File: src/eirq_map.svh
// Register offsets, bit positions and reset values of the interrupt block
`ifndef EIRQ_MAP_SVH
`define EIRQ_MAP_SVH
`define EIRQ_ADDR_EXT_EN_TWO 8'hA5
`define EIRQ_ADDR_EXT_EN_ONE 8'hAD
`define EIRQ_ADDR_EXT_PRI_LOW 8'hAE
`define EIRQ_ADDR_EXT_PRI_HIGH 8'hAF
`define EIRQ_ADDR_BASE_PRI_LOW 8'hB6
`define EIRQ_ADDR_BASE_PRI_HIGH 8'hB7
`define EIRQ_ADDR_XREQ_CTRL 8'hC0
`define EIRQ_ADDR_GLOBAL 8'hC8
`define EIRQ_ADDR_SYS_FLAG_EN 8'hC9
`define EIRQ_RESET_BYTE 8'h00
`define EIRQ_BIT_POL3 7
`define EIRQ_BIT_EN3 6
`define EIRQ_BIT_PEND3 5
`define EIRQ_BIT_EDGE3 4
`define EIRQ_BIT_POL2 3
`define EIRQ_BIT_EN2 2
`define EIRQ_BIT_PEND2 1
`define EIRQ_BIT_EDGE2 0
`define EIRQ_BIT_RSVD5 5
`define EIRQ_BIT_GLOBAL 0
`define EIRQ_BIT_KEYPAD 5
`define EIRQ_BIT_SYSFLAG 3
`define EIRQ_BIT_CONV 1
`define EIRQ_BIT_SPI 0
`define EIRQ_SRC_REQ2 6
`define EIRQ_SRC_REQ3 7
`define EIRQ_WR_HOLD 2'h2
`endif

File: src/eirq_pkg.sv
// Types shared by the interrupt enable and priority block
package eirq_pkg;
	typedef enum logic [1:0] {
		EIRQ_LVL4,
		EIRQ_LVL3,
		EIRQ_LVL2,
		EIRQ_LVL1
	} eirq_level_e;

	typedef struct packed {
		logic wr;
		logic rd;
		logic [7:0] addr;
		logic [7:0] wdata;
	} eirq_bus_s;

	typedef struct packed {
		logic [9:0] sys_flags;
		logic [7:0] ext1_raw;
		logic [6:0] ext2_raw;
		logic [7:0] base_raw;
	} eirq_src_s;
endpackage

File: src/eirq_edge.sv
// Sync, polarity and edge/level detection for one external request pin
`timescale 1ns/1ps
module eirq_edge
	import eirq_pkg::*;
(
	// Clock and reset
	input wire logic clock,
	input wire logic rst_n,
	// Pin and mode
	input wire logic pin,
	input wire logic pol_high,
	input wire logic edge_mode,
	// Results
	output logic active_level,
	output logic edge_hit
);
	typedef struct packed {
		logic s1;
		logic s2;
		logic prev;
	} eirq_edge_s;

	eirq_edge_s st_r;
	eirq_edge_s st_nxt;
	logic sense;

	// Two-stage sync, then sense per polarity
	always_comb begin
		st_nxt = st_r;
		st_nxt.s1 = pin;
		st_nxt.s2 = st_r.s1;
		st_nxt.prev = st_r.s2;
	end

	always_ff @(posedge clock) begin
		if (!rst_n) begin
			// Start at the pin's idle high level: no false edge
			st_r <= '1;
		end else begin
			st_r <= st_nxt;
		end
	end

	assign sense = pol_high ? st_r.s2 : ~st_r.s2;
	assign active_level = sense;
	assign edge_hit = edge_mode &
		(pol_high ? (st_r.s2 & ~st_r.prev) : (~st_r.s2 & st_r.prev));
endmodule

File: src/eirq_level.sv
// Combines high and low priority bits into a four-level code per source
`timescale 1ns/1ps
module eirq_level
	import eirq_pkg::*;
(
	// Priority bytes
	input wire logic [7:0] pri_high,
	input wire logic [7:0] pri_low,
	// Levels
	output eirq_level_e levels [8]
);
	genvar i;
	generate
		for (i = 0; i < 8; i++) begin : g_lvl
			assign levels[i] = eirq_level_e'({pri_high[i], pri_low[i]});
		end
	endgenerate
endmodule

File: src/eirq_ctrl.sv
// External request 2/3 control plus enable and priority registers
`timescale 1ns/1ps
`include "eirq_map.svh"
module eirq_ctrl
	import eirq_pkg::*;
(
	// Clock and reset
	input wire logic clock,
	input wire logic rst_n,
	// CPU register access
	input wire eirq_bus_s bus,
	output logic [7:0] rdata,
	// CPU state and service
	input wire logic idle_state,
	input wire logic power_down_state,
	input wire logic instr_end,
	input wire logic service_req2,
	input wire logic service_req3,
	// Peripheral flags and pins
	input wire eirq_src_s src,
	input wire logic external_request_2_pin,
	input wire logic external_request_3_pin,
	// Requests to the core
	output logic [7:0] base_req,
	output logic [7:0] ext1_req,
	output logic [7:0] ext2_req,
	output logic [15:0] base_level,
	output logic [15:0] ext1_level,
	output logic vector_block,
	output logic wake_up
);
	typedef struct packed {
		logic [7:0] xreq_ctrl;
		logic [7:0] ext_en_one;
		logic [7:0] ext_en_two;
		logic [7:0] ext_pri_low;
		logic [7:0] ext_pri_high;
		logic [7:0] base_pri_low;
		logic [7:0] base_pri_high;
		logic [7:0] global_ctrl;
		logic [7:0] system_flag_enable_reg;
		logic [7:0] rdata;
		logic [7:0] base_req;
		logic [7:0] ext1_req;
		logic [7:0] ext2_req;
		logic [15:0] base_level;
		logic [15:0] ext1_level;
		logic [1:0] hold;
		logic block;
		logic wake;
	} eirq_state_s;

	eirq_state_s st_r;
	eirq_state_s st_nxt;
	logic lvl2;
	logic lvl3;
	logic edge2;
	logic edge3;
	logic sys_any;
	logic gate;
	logic reg_wr;
	logic en2;
	logic en3;
	logic pend2;
	logic pend3;
	eirq_level_e base_lv [8];
	eirq_level_e ext_lv [8];

	// Decode of a register address, used only for the write hold-off
	function automatic logic is_mapped(input logic [7:0] a);
		is_mapped = (a == `EIRQ_ADDR_EXT_EN_TWO) ||
			(a == `EIRQ_ADDR_EXT_EN_ONE) ||
			(a == `EIRQ_ADDR_EXT_PRI_LOW) ||
			(a == `EIRQ_ADDR_EXT_PRI_HIGH) ||
			(a == `EIRQ_ADDR_BASE_PRI_LOW) ||
			(a == `EIRQ_ADDR_BASE_PRI_HIGH) ||
			(a == `EIRQ_ADDR_XREQ_CTRL) ||
			(a == `EIRQ_ADDR_GLOBAL) ||
			(a == `EIRQ_ADDR_SYS_FLAG_EN);
	endfunction

	// Pin detectors for the two external requests
	eirq_edge u_req2 (
		.clock(clock),
		.rst_n(rst_n),
		.pin(external_request_2_pin),
		.pol_high(st_r.xreq_ctrl[`EIRQ_BIT_POL2]),
		.edge_mode(st_r.xreq_ctrl[`EIRQ_BIT_EDGE2]),
		.active_level(lvl2),
		.edge_hit(edge2)
	);

	eirq_edge u_req3 (
		.clock(clock),
		.rst_n(rst_n),
		.pin(external_request_3_pin),
		.pol_high(st_r.xreq_ctrl[`EIRQ_BIT_POL3]),
		.edge_mode(st_r.xreq_ctrl[`EIRQ_BIT_EDGE3]),
		.active_level(lvl3),
		.edge_hit(edge3)
	);

	// Priority level decode for both groups
	eirq_level u_base_lv (
		.pri_high(st_r.base_pri_high),
		.pri_low(st_r.base_pri_low),
		.levels(base_lv)
	);

	eirq_level u_ext_lv (
		.pri_high(st_r.ext_pri_high),
		.pri_low(st_r.ext_pri_low),
		.levels(ext_lv)
	);

	// System flag group and global gate
	// per-flag enable (flags 1:0 share global_ctrl bit 1) then group enable
	assign sys_any = |(src.sys_flags &
		{st_r.system_flag_enable_reg, {2{st_r.global_ctrl[1]}}});
	assign gate = st_r.global_ctrl[`EIRQ_BIT_GLOBAL];
	assign reg_wr = bus.wr && is_mapped(bus.addr) &&
		(bus.addr != `EIRQ_ADDR_SYS_FLAG_EN);
	// Enable and pending bits of the current control byte
	assign en2 = st_r.xreq_ctrl[`EIRQ_BIT_EN2];
	assign en3 = st_r.xreq_ctrl[`EIRQ_BIT_EN3];
	assign pend2 = st_r.xreq_ctrl[`EIRQ_BIT_PEND2];
	assign pend3 = st_r.xreq_ctrl[`EIRQ_BIT_PEND3];

	// Next-state logic
	always_comb begin
		logic [7:0] x;
		logic [7:0] e1;
		x = st_r.xreq_ctrl;
		e1 = '0;
		st_nxt = st_r;
		// Register writes
		if (bus.wr) begin
			case (bus.addr)
				`EIRQ_ADDR_XREQ_CTRL: x = bus.wdata;
				`EIRQ_ADDR_EXT_EN_ONE: st_nxt.ext_en_one = bus.wdata;
				`EIRQ_ADDR_EXT_EN_TWO: begin
					st_nxt.ext_en_two = bus.wdata;
					st_nxt.ext_en_two[`EIRQ_BIT_RSVD5] = 1'b0;
				end
				`EIRQ_ADDR_EXT_PRI_LOW: st_nxt.ext_pri_low = bus.wdata;
				`EIRQ_ADDR_EXT_PRI_HIGH: st_nxt.ext_pri_high = bus.wdata;
				`EIRQ_ADDR_BASE_PRI_LOW: st_nxt.base_pri_low = bus.wdata;
				`EIRQ_ADDR_BASE_PRI_HIGH: st_nxt.base_pri_high = bus.wdata;
				`EIRQ_ADDR_GLOBAL: st_nxt.global_ctrl = bus.wdata;
				`EIRQ_ADDR_SYS_FLAG_EN:
					st_nxt.system_flag_enable_reg = bus.wdata;
				default: ;
			endcase
		end
		if (service_req2) begin
			x[`EIRQ_BIT_PEND2] = 1'b0;
		end
		if (service_req3) begin
			x[`EIRQ_BIT_PEND3] = 1'b0;
		end
		if (st_r.xreq_ctrl[`EIRQ_BIT_EDGE2]) begin
			if (edge2) begin
				x[`EIRQ_BIT_PEND2] = 1'b1;
			end
		end else if (!(bus.wr && bus.addr == `EIRQ_ADDR_XREQ_CTRL)) begin
			x[`EIRQ_BIT_PEND2] = lvl2;
		end
		if (st_r.xreq_ctrl[`EIRQ_BIT_EDGE3]) begin
			if (edge3) begin
				x[`EIRQ_BIT_PEND3] = 1'b1;
			end
		end else if (!(bus.wr && bus.addr == `EIRQ_ADDR_XREQ_CTRL)) begin
			x[`EIRQ_BIT_PEND3] = lvl3;
		end
		st_nxt.xreq_ctrl = x;
		// Register read data
		case (bus.addr)
			`EIRQ_ADDR_XREQ_CTRL: st_nxt.rdata = st_r.xreq_ctrl;
			`EIRQ_ADDR_EXT_EN_ONE: st_nxt.rdata = st_r.ext_en_one;
			`EIRQ_ADDR_EXT_EN_TWO: st_nxt.rdata = st_r.ext_en_two;
			`EIRQ_ADDR_EXT_PRI_LOW: st_nxt.rdata = st_r.ext_pri_low;
			`EIRQ_ADDR_EXT_PRI_HIGH: st_nxt.rdata = st_r.ext_pri_high;
			`EIRQ_ADDR_BASE_PRI_LOW: st_nxt.rdata = st_r.base_pri_low;
			`EIRQ_ADDR_BASE_PRI_HIGH: st_nxt.rdata = st_r.base_pri_high;
			`EIRQ_ADDR_GLOBAL: st_nxt.rdata = st_r.global_ctrl;
			`EIRQ_ADDR_SYS_FLAG_EN:
				st_nxt.rdata = st_r.system_flag_enable_reg;
			default: st_nxt.rdata = `EIRQ_RESET_BYTE;
		endcase
		if (!bus.rd) begin
			st_nxt.rdata = st_r.rdata;
		end
		e1 = src.ext1_raw;
		e1[`EIRQ_BIT_SYSFLAG] = sys_any;
		st_nxt.ext1_req = gate ? (e1 & st_r.ext_en_one) : '0;
		st_nxt.ext2_req = gate ?
			({src.ext2_raw[6:5], 1'b0, src.ext2_raw[4:0]} &
			st_r.ext_en_two) : '0;
		st_nxt.base_req = src.base_raw;
		st_nxt.base_req[`EIRQ_SRC_REQ2] =
			st_r.xreq_ctrl[`EIRQ_BIT_PEND2] &
			st_r.xreq_ctrl[`EIRQ_BIT_EN2];
		st_nxt.base_req[`EIRQ_SRC_REQ3] =
			st_r.xreq_ctrl[`EIRQ_BIT_PEND3] &
			st_r.xreq_ctrl[`EIRQ_BIT_EN3];
		if (!gate) begin
			st_nxt.base_req = '0;
		end
		for (int i = 0; i < 8; i++) begin
			st_nxt.base_level[2*i +: 2] = base_lv[i];
			st_nxt.ext1_level[2*i +: 2] = ext_lv[i];
		end
		// wake when enabled pending in sleep
		st_nxt.wake = (idle_state | power_down_state) &
			((x[`EIRQ_BIT_PEND2] & x[`EIRQ_BIT_EN2]) |
			(x[`EIRQ_BIT_PEND3] & x[`EIRQ_BIT_EN3]));
		// hold off vectoring past next instruction
		if (reg_wr) begin
			st_nxt.hold = `EIRQ_WR_HOLD;
		end else if (instr_end && st_r.hold != 2'h0) begin
			st_nxt.hold = st_r.hold - 2'h1;
		end
		st_nxt.block = (st_nxt.hold != 2'h0);
	end

	always_ff @(posedge clock) begin
		if (!rst_n) begin
			st_r <= '0;
		end else begin
			st_r <= st_nxt;
		end
	end

	// Outputs straight from flops
	assign rdata = st_r.rdata;
	assign base_req = st_r.base_req;
	assign ext1_req = st_r.ext1_req;
	assign ext2_req = st_r.ext2_req;
	assign base_level = st_r.base_level;
	assign ext1_level = st_r.ext1_level;
	assign vector_block = st_r.block;
	assign wake_up = st_r.wake;
endmodule

File: config.mk
export PLATFORM = sky130hd
export DESIGN_NAME = eirq_ctrl
export DESIGN_NICKNAME = d
export VERILOG_FILES = /design/src/eirq_pkg.sv /design/src/eirq_edge.sv /design/src/eirq_level.sv /design/src/eirq_ctrl.sv
export VERILOG_INCLUDE_DIRS = /design/src
export SDC_FILE = /design/constraint.sdc
export NUM_CORES = 1
export LEC_CHECK = 0
export ABC_AREA = 1
export BUFFER_PORTS_ARGS = -buffer_cell sky130_fd_sc_hd__buf_2
export CORE_MARGIN = 5
export CORE_UTILIZATION = 25
export CTS_CLUSTER_SIZE = 8
export DETAILED_ROUTE_END_ITERATION = 8
export SLEW_MARGIN = 20
export SYNTH_ARGS = -nofsm -noshare
export SYNTH_HDL_FRONTEND = slang
export SYNTH_SLANG_ARGS = --single-unit
File: constraint.sdc
create_clock -name clock -period 1.45 [get_ports clock]
set_input_delay 0.29 -clock clock [delete_from_list [all_inputs] [get_ports clock]]
set_output_delay 0.29 -clock clock [all_outputs]
set_load 0.01 [all_outputs]
Word-level counts from Yosys, hierarchy flattened
Cells that the tools add are included.
- register bits after elaboration: 145
- output and inout port bits: 66
- word-level logic and storage cells: 98
- add/sub/neg operators: 1
- eq/ne operators: 10
- muxes and demuxes: 17
- bitwise logic cells: 20
- reductions and logical operators: 25
- operators by type and width (operator ; number):
    $eq A8 B8 Y1 const B ; 9
    $pmux W8 S9 ; 1
    $reduce_and A2 Y1 ; 10
    $and A8 B8 Y8 ; 2
    $mux W7 ; 2
    $mux W1 ; 12
    $and A1 B1 Y1 ; 11
    $and A10 B10 Y10 ; 1
    $reduce_or A10 Y1 ; 1
    $logic_or A1 B1 Y1 ; 8
    $ne A8 B8 Y1 const B ; 1
    $logic_and A1 B1 Y1 ; 4
    $mux W2 ; 2
    $not A1 Y1 ; 4
    $reduce_bool A2 Y1 ; 2
    $or A1 B1 Y1 ; 2
    $sub A2 B1 Y2 const B ; 1

Longest topological paths before layout
Gate-level depths: netlist (run 1).
- depth in word-level cells: 13
- gate-level depth with buffers: 12
- depth with buffers taken out: 11

Cells and area by module
From an unflattened synthesis (run 1), not the netlist that was laid out.
- cells, all modules: 884
- area total of the unflattened synthesis: 6540.0 um^2
- modules (own cells, without submodules) (module ; times used ; cells each ; area an instance (um^2) ; sequential area each (um^2)):
    eirq_ctrl ; 1 ; 818 ; 6064.6 ; 2762.6
    eirq_level ; 2 ; 16 ; 120.1 ; 0.0
    eirq_edge ; 2 ; 17 ; 117.6 ; 60.1

Least setup slack after synthesis (run 1)
Ideal clock, no wire load.
- kind: input port to flip-flop
- from: input bus[14] in the netlist's numbering
- to: register st_r[119] in the netlist's numbering
- setup time: 0.119 ns
- arrival time: 1.180 ns
- slack: 0.151 ns
- cell stages on the path: 8
- path buffers: 2
- cell sequence: inv_1 nand2_2 nor2_4 buf_4 nand3_2 buf_6 o21ai_0 a21oi_1
- cells in the longest elaborated chain, start to end: 2
- ends and longest elaborated chain (what ; RTL line ; text):
    start: declaration ; eirq_ctrl.sv:11 ; input wire eirq_bus_s bus,
    $eq A8 B8 Y1 ; eirq_ctrl.sv:138 ; case (bus.addr)
    $reduce_and A2 Y1 (no line) ; n/a ;
    end signal: assignment ; eirq_ctrl.sv:230 ; st_r <= st_nxt;
    end: declaration ; eirq_ctrl.sv:53 ; eirq_state_s st_r;
No other way between the ends.
A chain may end at the register's enable or synchronous reset.

Final worst setup path (run 1)
- from: register st_r[2] in the netlist's numbering
- to: register st_r, in the netlist vector_block
- cells in the longest elaborated chain, start to end: 5
- elaborated cells between the ends (all ways): 6
- classes of those cells: add/sub: 1; mux: 2; reduce/logical: 3
- ends and longest elaborated chain (what ; RTL line ; text):
    branches (longest 2 deep; another with $sub A2 B1 Y2) ; n/a ;
    $mux W2 * ; eirq_ctrl.sv:220 ; end else if (instr_end && st_r.hold != 2'h0) begin
    $mux W2 * ; eirq_ctrl.sv:218 ; if (reg_wr) begin
    $reduce_bool A2 Y1 * ; eirq_ctrl.sv:223 ; st_nxt.block = (st_nxt.hold != 2'h0);
Every way passes the cells marked *.

==> metrics.txt, run 1 <==
Vias per Instance approximately 4.2; cells after synthesis 835; post-place instance area 6990 sq um; Max IR drop VDD 0.000645 V; Initial Util 25.3%; # setup viols final 0; wire length per cell 14.1 um; distinct cell type count of the synthesized netlist 30; gp weighted congestion 0.859; FF+latch count, synth ~140; Post-synth top flop sky130_fd_sc_hd__dfxtp_1; area occupied by multi-input gates 2320 sq um; area taken by flip-flops and latches between 2000 and 3000 sq um; most frequent cells after synthesis 144 x sky130_fd_sc_hd__dfxtp_1, 127 x sky130_fd_sc_hd__inv_1, 125 x sky130_fd_sc_hd__nand2_1; pin count of the biggest net entering global routing 54; share of async-settable or async-resettable flops after synthesis 0%; compound-gate portion of the synthesized area 13.4%; post-CTS repair timing setup buffer count 0; fraction of final layout cells with drive strength greater than 1 roughly 24%; top area cells in the synthesized netlist sky130_fd_sc_hd__dfxtp_1 46%, sky130_fd_sc_hd__buf_4 8.1%, sky130_fd_sc_hd__inv_1 7.5%; internal power 0.00668 W; Fin Setup TNS 0 ns; die boundary width 169 um; fraction of synthesized cell area taken by the top area cell type 45.5%; Final Hold Viols 0; Cell Rows 58; total I/O pin count 126; clock tree from TritonCTS built; post-cts repair resize count 0; overall fraction of global-route tracks in use roughly an eighth; final setup slack of the worst path 0.192 ns; Max FO, Critical Path 4; part of the power in the clock network 48.8%; number of inserted diodes 0; number of antenna violations at the first check in global routing 1; TritonRoute pass-1 iters 6; most used routing layer met2; source-to-sink clock delay at the later pin of the worst-skew pair approximately 0.42 ns; met3 layer usage reported by global route 2.52%; count of clock tree sinks roughly 140; proportion of synthesized chip area in sequential cells 45.5%; vias after detailed routing 5224; count of warnings emitted by yosys 0; leading cell type by number of instances after synthesis sky130_fd_sc_hd__dfxtp_1; worst hold-check path type input port to flop; M2 GR Usage 20.2%; total power divided by cell area 1150 nW/um^2; Die Area 28600 sq um; vias in the first global route 5056; overall die height between 150 and 200 um; first-pass GRT wire length 27300 um; Final Skew 0.00816 ns; cell area after layout 7550 sq um; post-detail-place hpwl 13300 um; final-report max-slew violation count 0; simple logic cell fraction of the synthesized area ~23%; dominant combinational cell family by area after synthesis simple AND/OR/NAND/NOR gates; largest area contributor in the netlist sky130_fd_sc_hd__dfxtp_1; number of buffers added on ports approximately 120; Place WS -0.175 ns; signed area change from the synthesized netlist to the final layout 19.3%; setup repair after global routing missed its margin no; fraction of the cycle the final worst path needs 86.7%; Antenna Violating Nets Remaining 0; status completed; fill cell count 2705; post-route DRC violation count 0; most frequent cell on the critical path sky130_fd_sc_hd__nand2_1; worst path required time 1.82 ns; post-synth net total 896; Crit Path Category flop to flop; xor/xnor cell area share of the yosys netlist 0.138%; H-Tree Level Count 4; Detailed Route WL 17600 um; number of max-cap violations 0; mux cell area share after synthesis 0%; final-layout worst hold slack 0.0625 ns; peak clock frequency supported by timing 795 MHz; leakage power figure roughly 3.5 nW; kind of end point of the critical path flop; clock-pin slew on the worst setup and hold paths 0.06 ns; utilization of the core after routing 30.1%; EDFF count, synth 0; leftover overflow at the end of global routing 0; global-route track usage on met1 around 16%; switching portion of total power 23.1%; worst path cell trace inv_1 -> ha_1 -> nor2_1 -> o21ai_0 -> a21oi_1 -> nand2_1 -> nand2_1; total standard cell area after synthesis between 6000 and 7000 sq um; combinational fraction of design power 5.2%; CORE AREA around 25000 sq um; total number of nets in the final design between 900 and 1000; Clock Tree Buf Depth 2; average cell area after synthesis 7.58 sq um; clock root buffer master sky130_fd_sc_hd__clkbuf_16; switching component of the power 0.00200 W; maximum single-stage delay on the critical path 0.35 ns; fin crit period approximately 1.3 ns; Adder-Cell Fraction of Synth Area 0.198%; sort of element at the start of the critical path flop; hold_buf cts 0; number of violations reported at the end of detailed-routing iteration 0 between 200 and 300; Slowest cell on crit path sky130_fd_sc_hd__dfxtp_1; portion of total power attributed to sequential cells 46.0%; TritonCTS buffer count 17; CP arrival about 1.6 ns
## area by class of cell
type,instances,area share [%]
Tap cell,330,5.47
Clock inverter,11,1.54
Clock buffer,18,5.82
Multi-Input combinational cell,466,30.7
Timing Repair Buffer,150,11.7
Sequential cell,144,38.2
Inverter,132,6.56
## cell usage in the layout, fill, tap and decap left out, drive strengths merged, types with 18 or more instances in the layout
cell type / instances
inv: 133
dfxtp: 144
buf: 150
nand2: 137
nand3: 68
nor2: 87
o21ai: 80
a21oi: 80
clkbuf: 18
## critical path, delay by kind of cell (launching register included)
family	cells	cell delay (ns)
adders and majority gates	1	0.18
DFF	1	0.35
AOI/OAI and AO/OA	2	0.26
and+or+nand+nor	3	0.36
buffers and inverters	1	0.05
## final timing paths
path / startpoint / endpoint / slack [ns] / cells after the start
worst max-delay path: st_r[2]$_SDFF_PN0_ / vector_block$_SDFF_PN0_ / 0.19 / 7
worst min register to register: u_req2.st_nxt[1]$_SDFF_PN1_ / u_req2.st_nxt[0]$_SDFF_PN1_ / 0.41 / 1
worst max register to register: st_r[2]$_SDFF_PN0_ / vector_block$_SDFF_PN0_ / 0.19 / 7
worst min-delay path: external_request_2_pin / u_req2.st_nxt[1]$_SDFF_PN1_ / 0.06 / 2
## metal layers
metal / routed length (um) / share of wire, %
met3: 985 / 5.6
met4: 401 / 2.3
met5: 11 / 0.062
met1: 8010 / 45
met2: 8200 / 47
## kinds of logic (layout without fill, tap and decap cells)
family	count (synthesis)	after routing
compound gates	165	165
xor+xnor	1	1
fa+ha+maj	1	1
buf+inv	225	311
flops	144	144
other cells	1	1
simple gates	298	298
## sequential cells by signal, summed over array words and instances, names as in the netlist, 2 cells and up
| name | flops |
|---|---|
| st_r | 68 |
| base_level | 16 |
| ext1_level | 16 |
| base_req | 8 |
| ext1_req | 8 |
| rdata | 8 |
| ext2_req | 7 |
| u_req2.st_nxt | 2 |
| u_req3.st_nxt | 2 |
## stage by stage
stage,instances,total power (W)
3_5_place_dp,1222,0.00454
6_report,1251,0.00868
3_3_place_gp,1222,0.00453
5_1_grt,1251,0.00901
4_1_cts,1251,0.00879
2_1_floorplan,835,0.00432
## power groups by stage
stage / Clock [W] / Sequential, W / Combinational [W]
3_3_place_gp: 0 / 0.00408 / 0.000447
4_1_cts: 0.00434 / 0.00400 / 0.000455
5_1_grt: 0.00451 / 0.00400 / 0.000507
6_report: 0.00423 / 0.00400 / 0.000450
2_1_floorplan: 0 / 0.00408 / 0.000234
3_5_place_dp: 0 / 0.00409 / 0.000454
Note: power is estimated with default switching activity, not from simulation.
==> inputs of run 2 (changes only) <==
--- a/config.mk
+++ b/config.mk
@@ -10,8 +10,8 @@
 export BUFFER_PORTS_ARGS = -buffer_cell sky130_fd_sc_hd__buf_2
 export CORE_MARGIN = 5
 export CORE_UTILIZATION = 25
-export CTS_CLUSTER_SIZE = 8
 export DETAILED_ROUTE_END_ITERATION = 8
+export HOLD_SLACK_MARGIN = 0.03
 export SLEW_MARGIN = 20
 export SYNTH_ARGS = -nofsm -noshare
 export SYNTH_HDL_FRONTEND = slang
==> constraint.sdc (replaced) <==
create_clock -name clock -period 1.32 [get_ports clock]
set_input_delay 0.264 -clock clock [delete_from_list [all_inputs] [get_ports clock]]
set_output_delay 0.264 -clock clock [all_outputs]
set_load 0.01 [all_outputs]
==> run 2 against run 1 <==
  * Wire length is 0.44% higher
  * First-iteration DRC count is 3.2% lower
  * Combinational power is 16% higher
  * Cell area is 1.6% higher
  * Die area stayed put
  * Non-clock buffer count is 13 higher
  * Final cell count is 1.3% higher
  * Sequential power is 9.7% higher
  * Hold slack worse by 0.013 ns
  * Global-route usage is 0.078 points higher
  * Sequential share of layout area is 0.59 points lower
==> metrics.txt, run 2 (synthesized netlist as in run 1, its figures left out) <==
status completed; startpoint of the most critical hold path src[13]; number of buffers added on ports 121 (unchanged); number of buffer and inverter stages on the critical path 1 (unchanged); total I/O pin count 126 (unchanged); CP arrival 1.63 ns (about the same); area taken by flip-flops and latches 2880 sq um (about the same); Fin Setup TNS 0 ns (unchanged); worst hold-check path type input port to flop; worst reg2reg path endpoint vector_block$_SDFF_PN0_; pin count of the biggest net entering global routing 44 (-19%); number of antenna violations at the first check in global routing 1 (unchanged); overall power 0.00950 W (+9.5%); worst path cell trace inv_1 -> ha_1 -> nor2_1 -> o21ai_0 -> a21oi_1 -> nand2_1 -> nand2_1; number of cell instances on the worst register-to-register path 7 (unchanged); Final Hold Viols 0 (unchanged); Place WS -0.269 ns (-0.0937 ns); Die Area 28600 sq um (unchanged); gp weighted congestion 0.874 (+1.8%); leakage power figure 3.56 nW (+1.8%); Slowest cell on crit path sky130_fd_sc_hd__dfxtp_1; cell family with the largest share of critical-path delay simple AND/OR/NAND/NOR gates; origin of the critical flop-to-flop path st_r[2]$_SDFF_PN0_; worst path required time 1.70 ns (-0.12 ns); fill cell count 2701 (-0.15%); Max IR drop VDD 0.000946 V (+47%); first-pass GRT wire length 27600 um (+1.3%); Antenna Violating Nets Remaining 0 (unchanged); Initial Util 25.3% (unchanged); post-detail-place hpwl 13300 um (about the same); Final Non-Filler Cells 1267 (+1.3%); Final Skew 0.0131 ns (+0.00495 ns); wire length per cell 14.0 um (-0.83%); r2r setup slk 0.07 ns (-0.12 ns); Worst Hold End ext2_req[6]$_SDFF_PN0_; most common cell after layout, fill and taps aside sky130_fd_sc_hd__dfxtp_1; H-Tree Level Count 4 (unchanged); signed area change from the synthesized netlist to the final layout 21.2%; overall die height 169 um (unchanged); CORE AREA 25000 sq um (unchanged); number of violations reported at the end of detailed-routing iteration 0 276 (-3.2%); Crit Path Category flop to flop; vias after detailed routing 5312 (+1.7%); Detailed Route WL 17700 um (+0.44%); fraction of the cycle the final worst path needs 94.6% (+7.8 points); TritonCTS buffer count 17 (unchanged); commonest cells after routing, fill and taps aside 143 x sky130_fd_sc_hd__dfxtp_1, 127 x sky130_fd_sc_hd__inv_1, 125 x sky130_fd_sc_hd__nand2_1; post-route DRC violation count 0 (unchanged); # setup viols final 0 (unchanged); number of instances in the placed design 1228 (+0.49%); number of max-cap violations 0 (unchanged); final-layout worst hold slack 0.0500 ns (-0.0125 ns); Max FO, Critical Path 4 (unchanged); final setup slack of the worst path 0.0718 ns (-0.120 ns); most frequent cell on the critical path sky130_fd_sc_hd__nand2_1; setup repair after global routing missed its margin no; clock root buffer master sky130_fd_sc_hd__clkbuf_16; leftover overflow at the end of global routing 0 (unchanged); final-report max-slew violation count 0 (unchanged); area occupied by multi-input gates 2320 sq um (unchanged); Clock Tree Buf Depth 2 (unchanged); Cell Rows 58 (unchanged); die boundary width 169 um (unchanged); fin crit period 1.25 ns (-0.00955 ns); kind of end point of the critical path flop; vias in the first global route 4964 (-1.8%); overall fraction of global-route tracks in use 12.5% (+0.078 points); clock-pin slew on the worst setup and hold paths 0.06 ns (about the same); total number of nets in the final design 985 (+1.3%); peak clock frequency supported by timing 801 MHz (+0.76%); count of clock tree sinks 144 (unchanged); sort of element at the start of the critical path flop; maximum single-stage delay on the critical path 0.35 ns (about the same); clock tree from TritonCTS built; total power divided by cell area 1240 nW/um^2 (+7.7%); number of inserted diodes 0 (unchanged); number of flip-flops under the largest register name 68 (unchanged); register name with the most flops st_r; Hold Path Stages 3 (+1); source-to-sink clock delay at the later pin of the worst-skew pair 0.43 ns (about the same); Vias per Instance 4.19 (+0.40%); fraction of final layout cells with drive strength greater than 1 24.9% (+0.65 points); TritonRoute pass-1 iters 4 (-2)
run 2: cell count changes in the layout (fill, tap and decap cells not counted), sizes merged:
cell | previous run | this run
buf | 150 | 156
bufinv | 2 | 0
clkinvlp | 3 | 2
dlygate4sd3 | 0 | 7
inv | 133 | 139
run 2: how the worst max path moves through the flow:
stage / startpoint / end / cells after the start
6_report: st_r[2]$_SDFF_PN0_ / vector_block$_SDFF_PN0_ / 7
5_1_grt: st_r[2]$_SDFF_PN0_ / vector_block$_SDFF_PN0_ / 7
4_1_cts: st_r[2]$_SDFF_PN0_ / vector_block$_SDFF_PN0_ / 7
3_5_place_dp: bus[8] / rdata[6]$_SDFFE_PN0P_ / 10
3_3_place_gp: bus[8] / rdata[6]$_SDFFE_PN0P_ / 10
2_1_floorplan: bus[14] / st_r[119]$_SDFFE_PN0P_ / 8
run 2: power breakdown:
part / total [W] / internal, W / switching [W]
combinational: 0.000522 / 0.000198 / 0.000324
clock: 0.00459 / 0.00251 / 0.00208
sequential: 0.00439 / 0.00437 / 0.0000162
total: 0.00950 / 0.00708 / 0.00242
run 2: metrics by stage:
step	cell area, sq um	util (%)
after floorplan	6330	-
after global placement	7040	28.1
after detailed placement	7040	28.1
after CTS	7670	30.6
after global routing	7670	30.6
final	7670	30.6
run 2: routing by layer:
metal	track usage (%)	routed length (um)
met1	16.2	8040
met2	20.3	8260
met3	3.01	1050
met4	4.66	319
met5	0	13
run 2: tightest hold or removal path: stages:
cell	delay [ns]
sky130_fd_sc_hd__buf_2	0.08
sky130_fd_sc_hd__nand2_1	0.04
sky130_fd_sc_hd__nor2_1	0.07
run 2: final cells by class:
cell class                 instances  share of cell area (%)
timing repair buffer             163                    13.1
tap                              330                    5.38
clock inverter                    14                    1.58
inverter                         132                    6.46
clock buffer                      18                    5.73
multi-input combinational        466                    30.2
sequential                       144                    37.6
run 2: repair_timing:
item,CTS,global route
hold endpoints to repair,7,0
setup endpoints to repair,0,1
gates resized for setup,0,2
buffers inserted,0,0
hold buffers,7,0
